`src/design/fsrb_pkg.sv`:
```
package fsrb_pkg;

	// Register indices; byte address is four times the index
	localparam logic [5:0] IDX_CTRL    = 6'h01;
	localparam logic [5:0] IDX_SUMMARY = 6'h02;
	localparam logic [5:0] IDX_NEG     = 6'h04;
	localparam logic [5:0] IDX_SERIAL  = 6'h05;
	localparam logic [5:0] IDX_COUNT   = 6'h06;
	localparam logic [5:0] IDX_MODE    = 6'h07;

	// Serial-link fault register fields
	localparam int SER_STARTUP_BIT = 2;
	localparam int SER_CS_BIT      = 1;
	localparam int SER_FRAME_BIT   = 0;

	// Mode-pin capture fields
	localparam int MODE_CODING_LSB = 4;
	localparam int MODE_WORD_LSB   = 2;
	localparam int MODE_IF_LSB     = 0;

	// Summary register fields
	localparam int SUM_SERIAL_BIT = 5;
	localparam int SUM_INPUT_BIT  = 4;
	localparam int SUM_CHECK_BIT  = 0;

	// Control register fields and reset value
	localparam int         CTRL_FRAME_EN_BIT = 0;
	localparam int         CTRL_CS_EN_BIT    = 1;
	localparam logic [1:0] CTRL_RESET        = 2'h3;

	// Counter and register reset values
	localparam logic [7:0]  COUNT_MAX   = 8'hFF;
	localparam logic [7:0]  COUNT_RESET = 8'h00;
	localparam logic [31:0] RDATA_ZERO  = 32'h0000_0000;

endpackage : fsrb_pkg

```
`src/design/fsrb_bank.sv`:
```
`timescale 1ns/1ps
module fsrb_bank
	import fsrb_pkg::*;
#(
	parameter int NUM_CH = 4,
	parameter int ADDR_W = 8
) (
	input  wire logic              pclk,
	input  wire logic              presetn,
	input  wire logic              psel,
	input  wire logic              penable,
	input  wire logic              pwrite,
	input  wire logic [ADDR_W-1:0] paddr,
	input  wire logic [31:0]       pwdata,
	output logic                   pready,
	output logic [31:0]            prdata,
	output logic                   pslverr,
	input  wire logic [3:0]        neg_over,
	input  wire logic              pos_fault_any,
	input  wire logic              pos_fault_read,
	input  wire logic              startup_error,
	input  wire logic              cs_edge_fault,
	input  wire logic              short_frame,
	input  wire logic              word_error,
	input  wire logic [1:0]        coding_select_pin_state,
	input  wire logic [1:0]        word_size_pin_state,
	input  wire logic [1:0]        interface_mode_pin_state,
	output logic                   input_check_fault,
	output logic                   cmd_discard,
	output logic                   summary_input_fault
);

	typedef struct packed {
		logic        pready;
		logic        pslverr;
		logic [31:0] prdata;
		logic [3:0]  neg;
		logic        startup;
		logic        cs;
		logic        frame;
		logic [7:0]  tally;
		logic [5:0]  mode;
		logic        captured;
		logic        check;
		logic        in_sum;
		logic        neg_seen;
		logic        pos_seen;
		logic [1:0]  ctrl;
		logic        discard;
	} fsrb_state_t;

	fsrb_state_t s;
	fsrb_state_t next_s;
	logic [3:0]  ch_impl;
	logic        access;
	logic        addr_ok;
	logic [5:0]  idx;
	logic        rd_neg;
	logic        rd_serial;
	logic        rd_count;

	// Absent channels are forced to zero for the smaller variant
	genvar ch;
	generate
		for (ch = 0; ch < 4; ch++) begin : g_ch
			assign ch_impl[ch] = (ch < NUM_CH);
		end
	endgenerate

	// Side effects happen on the edge that captures read data, so an
	// event in the same cycle still lands after the clear
	assign access    = psel && penable && !s.pready;
	assign idx       = paddr[7:2];
	assign addr_ok   = (paddr[1:0] == 2'h0) && ((paddr >> 8) == '0);
	assign rd_neg    = access && !pwrite && addr_ok && (idx == IDX_NEG);
	assign rd_serial = access && !pwrite && addr_ok && (idx == IDX_SERIAL);
	assign rd_count  = access && !pwrite && addr_ok && (idx == IDX_COUNT);

	// Next-state logic for bus answer and all flags
	always_comb begin
		next_s = s;
		next_s.pready  = access;
		next_s.pslverr = 1'b0;
		next_s.discard = word_error;
		if (access) begin
			next_s.prdata = RDATA_ZERO;
			if (addr_ok) begin
				unique case (idx)
					IDX_CTRL: begin
						if (pwrite)
							next_s.ctrl = pwdata[1:0];
						else
							next_s.prdata[1:0] = s.ctrl;
					end
					IDX_SUMMARY: begin
						next_s.prdata[SUM_SERIAL_BIT] = s.startup | s.cs | s.frame;
						next_s.prdata[SUM_INPUT_BIT]  = s.in_sum;
						next_s.prdata[SUM_CHECK_BIT]  = s.check;
					end
					IDX_NEG:    next_s.prdata[3:0] = s.neg;
					IDX_SERIAL: next_s.prdata[2:0] = {s.startup, s.cs, s.frame};
					IDX_COUNT:  next_s.prdata[7:0] = s.tally;
					IDX_MODE:   next_s.prdata[5:0] = s.mode;
					default:    next_s.pslverr = 1'b1;
				endcase
			end else begin
				next_s.pslverr = 1'b1;
			end
		end
		// Negative-input flags: sticky, read clears, live input wins
		if (rd_neg)
			next_s.neg = '0;
		next_s.neg = next_s.neg | (neg_over & ch_impl);
		// Startup flag only ever sets; reset stands for power cycling
		if (startup_error)
			next_s.startup = 1'b1;
		// Serial read clears CS, frame and check faults, not startup; a fresh enabled event keeps them set
		if (rd_serial) begin
			next_s.cs    = 1'b0;
			next_s.frame = 1'b0;
			next_s.check = 1'b0;
		end
		if (cs_edge_fault && s.ctrl[CTRL_CS_EN_BIT])
			next_s.cs = 1'b1;
		if (short_frame && s.ctrl[CTRL_FRAME_EN_BIT])
			next_s.frame = 1'b1;
		if (word_error)
			next_s.check = 1'b1;
		// Error tally: clear on read, then count with saturation
		if (rd_count)
			next_s.tally = COUNT_RESET;
		if (word_error && next_s.tally != COUNT_MAX)
			next_s.tally = next_s.tally + 8'h01;
		// Input summary needs both input registers read to clear
		if (rd_neg)
			next_s.neg_seen = 1'b1;
		if (pos_fault_read)
			next_s.pos_seen = 1'b1;
		if (next_s.neg_seen && next_s.pos_seen) begin
			next_s.in_sum   = 1'b0;
			next_s.neg_seen = 1'b0;
			next_s.pos_seen = 1'b0;
		end
		if ((|(neg_over & ch_impl)) || pos_fault_any)
			next_s.in_sum = 1'b1;
		// Pins sampled once on the first edge after reset release
		if (!s.captured) begin
			next_s.captured = 1'b1;
			next_s.mode[MODE_CODING_LSB +: 2] = coding_select_pin_state;
			next_s.mode[MODE_WORD_LSB +: 2]   = word_size_pin_state;
			next_s.mode[MODE_IF_LSB +: 2]     = interface_mode_pin_state;
		end
	end

	// State register
	always_ff @(posedge pclk or negedge presetn) begin
		if (!presetn) begin
			s      <= '0;
			s.ctrl <= CTRL_RESET;
		end else begin
			s <= next_s;
		end
	end

	// Outputs straight from state
	assign pready              = s.pready;
	assign prdata              = s.prdata;
	assign pslverr             = s.pslverr;
	assign input_check_fault   = s.check;
	assign cmd_discard         = s.discard;
	assign summary_input_fault = s.in_sum;

	// Checks
	property p_neg_unimpl;
		@(posedge pclk) disable iff (!presetn)
		(s.neg & ~ch_impl) == 4'h0;
	endproperty
	a_neg_unimpl: assert property (p_neg_unimpl) else $error("absent channel flag set");

	property p_startup_hold;
		@(posedge pclk) disable iff (!presetn)
		s.startup |=> s.startup [*8];
	endproperty
	a_startup_hold: assert property (p_startup_hold) else $error("startup flag cleared");

	property p_cs_set;
		@(posedge pclk) disable iff (!presetn)
		(cs_edge_fault && s.ctrl[CTRL_CS_EN_BIT]) |=> s.cs;
	endproperty
	a_cs_set: assert property (p_cs_set) else $error("cs fault not set");

	property p_frame_clear;
		@(posedge pclk) disable iff (!presetn)
		(rd_serial && !short_frame) |=> !s.frame;
	endproperty
	a_frame_clear: assert property (p_frame_clear) else $error("frame fault not cleared");

	property p_count_sat;
		@(posedge pclk) disable iff (!presetn)
		(s.tally == COUNT_MAX && !rd_count) |=> (s.tally == COUNT_MAX);
	endproperty
	a_count_sat: assert property (p_count_sat) else $error("counter left saturation");

	property p_count_clear;
		@(posedge pclk) disable iff (!presetn)
		(rd_count && !word_error) |=> (s.tally == COUNT_RESET) ##1 (s.prdata[7:0] == $past(s.tally, 2));
	endproperty
	a_count_clear: assert property (p_count_clear) else $error("counter not cleared on read");

	property p_count_inc;
		@(posedge pclk) disable iff (!presetn)
		(word_error && !rd_count && s.tally != COUNT_MAX) |=> (s.tally == $past(s.tally) + 8'h01);
	endproperty
	a_count_inc: assert property (p_count_inc) else $error("counter step wrong");

	property p_mode_hold;
		@(posedge pclk) disable iff (!presetn)
		s.captured |=> $stable(s.mode);
	endproperty
	a_mode_hold: assert property (p_mode_hold) else $error("mode capture changed");

	property p_discard;
		@(posedge pclk) disable iff (!presetn)
		word_error |=> (cmd_discard && input_check_fault);
	endproperty
	a_discard: assert property (p_discard) else $error("bad word not flagged");

	property p_mode_read;
		@(posedge pclk) disable iff (!presetn)
		(access && !pwrite && addr_ok && idx == IDX_MODE) |=> (prdata[7:6] == 2'h0) && pready;
	endproperty
	a_mode_read: assert property (p_mode_read) else $error("mode read wrong");

	// Read data against the state it was taken from, zero bits included
	property p_neg_read;
		@(posedge pclk) disable iff (!presetn)
		rd_neg |=> pready && (prdata[31:4] == 28'h000_0000) && (prdata[3:0] == $past(s.neg));
	endproperty
	a_neg_read: assert property (p_neg_read) else $error("neg read wrong");

	property p_neg_clear;
		@(posedge pclk) disable iff (!presetn)
		(rd_neg && neg_over == 4'h0) |=> (s.neg == 4'h0);
	endproperty
	a_neg_clear: assert property (p_neg_clear) else $error("neg flags kept");

	property p_serial_read;
		@(posedge pclk) disable iff (!presetn)
		rd_serial |=> pready && (prdata[31:3] == 29'h0000_0000)
			&& (prdata[SER_STARTUP_BIT] == $past(s.startup));
	endproperty
	a_serial_read: assert property (p_serial_read) else $error("serial read wrong");

	property p_startup_set;
		@(posedge pclk) disable iff (!presetn)
		startup_error |=> s.startup;
	endproperty
	a_startup_set: assert property (p_startup_set) else $error("startup not set");

	property p_cs_clear;
		@(posedge pclk) disable iff (!presetn)
		(rd_serial && !cs_edge_fault) |=> !s.cs;
	endproperty
	a_cs_clear: assert property (p_cs_clear) else $error("cs fault kept");

	property p_frame_set;
		@(posedge pclk) disable iff (!presetn)
		(short_frame && s.ctrl[CTRL_FRAME_EN_BIT]) |=> s.frame;
	endproperty
	a_frame_set: assert property (p_frame_set) else $error("frame fault not set");

	// Counter: a read must never swallow an error arriving in the same cycle
	property p_cnt_read;
		@(posedge pclk) disable iff (!presetn)
		rd_count |=> pready && (prdata[31:8] == 24'h00_0000) && (prdata[7:0] == $past(s.tally));
	endproperty
	a_cnt_read: assert property (p_cnt_read) else $error("count read wrong");

	property p_cnt_wins;
		@(posedge pclk) disable iff (!presetn)
		(rd_count && word_error) |=> (s.tally == 8'h01);
	endproperty
	a_cnt_wins: assert property (p_cnt_wins) else $error("error lost on read");

	property p_cnt_idle;
		@(posedge pclk) disable iff (!presetn)
		(!word_error && !rd_count) |=> $stable(s.tally);
	endproperty
	a_cnt_idle: assert property (p_cnt_idle) else $error("count moved idle");

	property p_cnt_no_wrap;
		@(posedge pclk) disable iff (!presetn)
		(s.tally == COUNT_MAX) |=> (s.tally != COUNT_RESET) || $past(rd_count);
	endproperty
	a_cnt_no_wrap: assert property (p_cnt_no_wrap) else $error("count wrapped");

	property p_mode_coding;
		@(posedge pclk) disable iff (!presetn)
		$rose(s.captured) |-> (s.mode[MODE_CODING_LSB +: 2] == $past(coding_select_pin_state));
	endproperty
	a_mode_coding: assert property (p_mode_coding) else $error("coding pin lost");

	property p_mode_word;
		@(posedge pclk) disable iff (!presetn)
		$rose(s.captured) |-> (s.mode[MODE_WORD_LSB +: 2] == $past(word_size_pin_state));
	endproperty
	a_mode_word: assert property (p_mode_word) else $error("word pin lost");

	property p_mode_if;
		@(posedge pclk) disable iff (!presetn)
		$rose(s.captured) |-> (s.mode[MODE_IF_LSB +: 2] == $past(interface_mode_pin_state));
	endproperty
	a_mode_if: assert property (p_mode_if) else $error("interface pin lost");

	property p_sum_serial;
		@(posedge pclk) disable iff (!presetn)
		(access && !pwrite && addr_ok && idx == IDX_SUMMARY)
			|=> (prdata[SUM_SERIAL_BIT] == ($past(s.startup) || $past(s.cs) || $past(s.frame)));
	endproperty
	a_sum_serial: assert property (p_sum_serial) else $error("serial summary wrong");

	property p_insum_set;
		@(posedge pclk) disable iff (!presetn)
		pos_fault_any |=> summary_input_fault;
	endproperty
	a_insum_set: assert property (p_insum_set) else $error("input summary not set");

	property p_check_clear;
		@(posedge pclk) disable iff (!presetn)
		(rd_serial && !word_error) |=> !s.check;
	endproperty
	a_check_clear: assert property (p_check_clear) else $error("check fault kept");

	c_saturate: cover property (@(posedge pclk) disable iff (!presetn) s.tally == COUNT_MAX);
	c_cs_clear: cover property (@(posedge pclk) disable iff (!presetn) s.cs && rd_serial);
	c_insum:    cover property (@(posedge pclk) disable iff (!presetn) $fell(s.in_sum));
	c_gated:    cover property (@(posedge pclk) disable iff (!presetn) !s.ctrl[CTRL_CS_EN_BIT]);
	c_recap:    cover property (@(posedge pclk) disable iff (!presetn) $rose(s.captured));

endmodule : fsrb_bank

```
`config.mk`:
```
export PLATFORM = sky130hd
export DESIGN_NAME = fsrb_bank
export DESIGN_NICKNAME = d
export VERILOG_FILES = /design/src/design/fsrb_pkg.sv /design/src/design/fsrb_bank.sv
export SDC_FILE = /design/constraint.sdc
export NUM_CORES = 1
export LEC_CHECK = 0
export ABC_AREA = 1
export BUFFER_PORTS_ARGS = -buffer_cell sky130_fd_sc_hd__buf_2
export CAP_MARGIN = 25
export CORE_UTILIZATION = 50
export CTS_CLUSTER_SIZE = 14
export DETAILED_ROUTE_END_ITERATION = 6
export GPL_ROUTABILITY_DRIVEN = 0
export GPL_TIMING_DRIVEN = 0
export PLACE_DENSITY = 0.84
export SLEW_MARGIN = 20
export SYNTH_ARGS = -nofsm -noshare
export SYNTH_HDL_FRONTEND = slang
export SYNTH_SLANG_ARGS = --single-unit
```
`constraint.sdc`:
```
create_clock -name pclk -period 2.59 [get_ports pclk]
set_input_delay 0.518 -clock pclk [delete_from_list [all_inputs] [get_ports pclk]]
set_output_delay 0.518 -clock pclk [all_outputs]
set_load 0.01 [all_outputs]
```
==> flow_metrics.env <==
export IMPL_num_nets_final=402
export IMPL_hold_class="primary input to async pin"
export IMPL_design_die_area_mm2=0.00460
export IMPL_cts_hold_buffers=0
export IMPL_critical_path_reg2reg_endpoint="summary_input_fault$_DFFE_PN0P_"
export IMPL_worst_pin_slew_ns=0.830
export IMPL_register_area_um2=978
export IMPL_worst_r2r_setup_slack_ns=1.00
export IMPL_antenna_diode_count=0
export IMPL_final_hold_viol_count=0
export IMPL_cts_sinks=39
export IMPL_count_of_standard_cell_rows=23
export IMPL_synth_top_cells_by_count="50 x nand2_1, 39 x inv_1, 37 x dfrtp_1, 32 x buf_4, 22 x nor2_1"
export IMPL_global_route_usage_met3_pct=3.33
export IMPL_area_delta_synth_final_pct=21.4
export IMPL_first_pass_iteration_count_of_the_detailed_router=4
export IMPL_cts_inserted_buffers=5
export IMPL_cts_resized=0
export IMPL_number_of_global_route_vias_before_repair=1646
export IMPL_antenna_found_initial=0
export IMPL_ys_seq_elements=39
export IMPL_synth_avg_cell_area_um2=8.09
export IMPL_synth_sequential_area_ratio_pct=45.1
export IMPL_status="complete, no violations"
export IMPL_die_height_um=67.9
export IMPL_clock_latency_ns=0.29
export IMPL_setup_violations_final=0
export IMPL_synth_top_cell_by_area="dfrtp_1"
export IMPL_synth_enable_flop_cells=0
export IMPL_worst_r2r_cell_count=8
export IMPL_postSynth_topFlopCell="dfrtp_1"
export IMPL_worst_endpoint_required_ns=2.77
export IMPL_area_share_of_the_largest_cell_type_after_synthesis_pct=42.7
export IMPL_irDropWorstVdd_mv=0.407
export IMPL_drt_iter0_markers=86
export IMPL_port_buffer_count=43
export IMPL_clock_tree_from_tritoncts="yes"
export IMPL_power_total_mw=1.48
export IMPL_endpoint_kind="flip-flop"
export IMPL_cap_violations=0
export IMPL_vias_per_cell=4.71
export IMPL_hpwlAfterDp_um=3410
export IMPL_setup_repair_after_global_routing_missed_its_margin="false"
export IMPL_cp_start_kind="primary input"
export IMPL_routed_via_count=1845
export IMPL_drt_wirelength_per_cell_um=11.0
export IMPL_synth_cell_area_mm2=0.00217
export IMPL_rr_startpoint="pready$_DFF_PN0_"
export IMPL_chipWidth_um=67.9
export IMPL_floorplan_initialDensity_pct=53.1
export IMPL_maxClockFrequency_ghz=0.616
export IMPL_netlist_instances=268
export IMPL_track_usage_pct=20.8
export IMPL_leakage_nw=1.54
export IMPL_preCtsSetupSlack_ns=0.685
export IMPL_yosys_top_cells_area="dfrtp_1 43%, buf_4 11%, nand2_1 8.7%"
export IMPL_fin_setup_tns_ns=0
export IMPL_final_layout_size_suffix_gt1_share_pct=29.5
export IMPL_yosysWarningCount=0
export IMPL_finalMaxSlewViolations=0
export IMPL_grt_use_met1_pct=25.3
export IMPL_multi_input_area_um2=855
export IMPL_worst_endpoint_arrival_ns=1.80
export IMPL_htree_num_levels=2
export IMPL_crit_path_max_fanout=4
export IMPL_worst_setup_path_type="primary input to flip-flop"
export IMPL_post_route_drc_violation_count=0
export IMPL_period_minus_slack_ns=1.62
export IMPL_finalWirelength_um=4320
export IMPL_clockBufferDepth=2
export IMPL_synth_cell_types=34
export IMPL_cts_setup_buffers=0
export IMPL_grt_first_pass_wirelength_um=7040
export IMPL_antenna_left=0
export IMPL_maximum_number_of_pins_on_one_net_before_global_route_repair=40
export IMPL_clk_pin_slew_ns=0.07
export IMPL_timing_max_slew_rel_slack_pct=44.6
export IMPL_finalWorstSetupSlack_ns=0.966
export IMPL_power_density_mw_per_mm2=562
export IMPL_grt_busiest_layer="met2"
export IMPL_timing_clock_skew_ns=0.00275
export IMPL_use_met2_pct=35.9
export IMPL_num_fill_cells=372
export IMPL_boundaryPins=98
export IMPL_cts_root_buffer="clkbuf_8"
export IMPL_post_synth_top_count_cell="nand2_1"
export IMPL_synth_async_reset_ratio_pct=100
export IMPL_period_share_pct=62.7
export IMPL_globalRoute_totalOverflow=0
export IMPL_floorplan_core_area_mm2=0.00409
## cell type report
class | instances | area share, %
well taps | 50 | 2.38
flip-flops and latches | 39 | 37.2
inverters | 43 | 6.13
repair buffers | 43 | 8.17
multi-input cells | 174 | 32.5
clock buffers | 8 | 3.80
plain buffers | 35 | 9.89
## worst max path at each step
stage	start	end
floorplan	paddr[1]	s[17]$_DFF_PN0_
global placement	paddr[1]	summary_input_fault$_DFFE_PN0P_
detailed placement	paddr[1]	s[17]$_DFF_PN0_
CTS	paddr[1]	summary_input_fault$_DFFE_PN0P_
global route	paddr[1]	summary_input_fault$_DFFE_PN0P_
finish	paddr[1]	summary_input_fault$_DFFE_PN0P_
## placed cells by master, fill, tap and decap left out, drive strengths merged, types with 3 or more instances in the layout
cell type,Yosys,layout
buf,34,77
nand2,54,54
inv,42,42
dfrtp,37,37
nor2,28,28
conb,2,25
o21ai,18,18
nand3,13,13
a21oi,9,9
clkbuf,1,9
nand4,5,5
o22ai,4,4
a31oi,3,3
nor3,3,3
## per-layer routing
layer  wire length (um)  up-vias
li1                   -      934
met1               1910      836
met2               2070       69
met3                280        6
met4                 55        0
met5                  0        -
## sequential cells by signal, summed over array words and instances, names as in the netlist
signal               flops
input_check_fault        1
prdata                   8
summary_input_fault      1
pslverr                  1
s                       26
pready                   1
cmd_discard              1
## critical path, stage by stage
cell     delay (ns)
buf_2          0.09
nor2_1         0.18
nand2_1        0.07
nor2_1         0.24
inv_1          0.13
nor2_1         0.25
nor2_1         0.11
o21ai_0        0.15
nand2_1        0.06
## power breakdown
group / internal (mW) / switching, mW / total (mW)
combinational: 0.129 / 0.184 / 0.313
sequential: 0.671 / 0.0550 / 0.726
clock: 0.243 / 0.199 / 0.442
total: 1.04 / 0.438 / 1.48
## per-stage QoR
stage / utilization (%) / instances / instance area, um2 / hold WS [ns]
3_3_place_gp: 62.0 / 384 / 2530 / 0.445
5_1_grt: 64.4 / 392 / 2630 / 0.392
6_report: 64.4 / 392 / 2630 / 0.322
2_1_floorplan: - / 291 / 2250 / 0.222
4_1_cts: 64.4 / 392 / 2630 / 0.361
3_5_place_dp: 62.0 / 384 / 2530 / 0.461
## cell families after synthesis
kind of cell | synth area share [%]
AOI/OAI and AO/OA | 11.0
buffers and inverters | 19.4
DFF | 45.1
other | 0.346
and+or+nand+nor | 24.1
(Power assumes the default switching activity.)
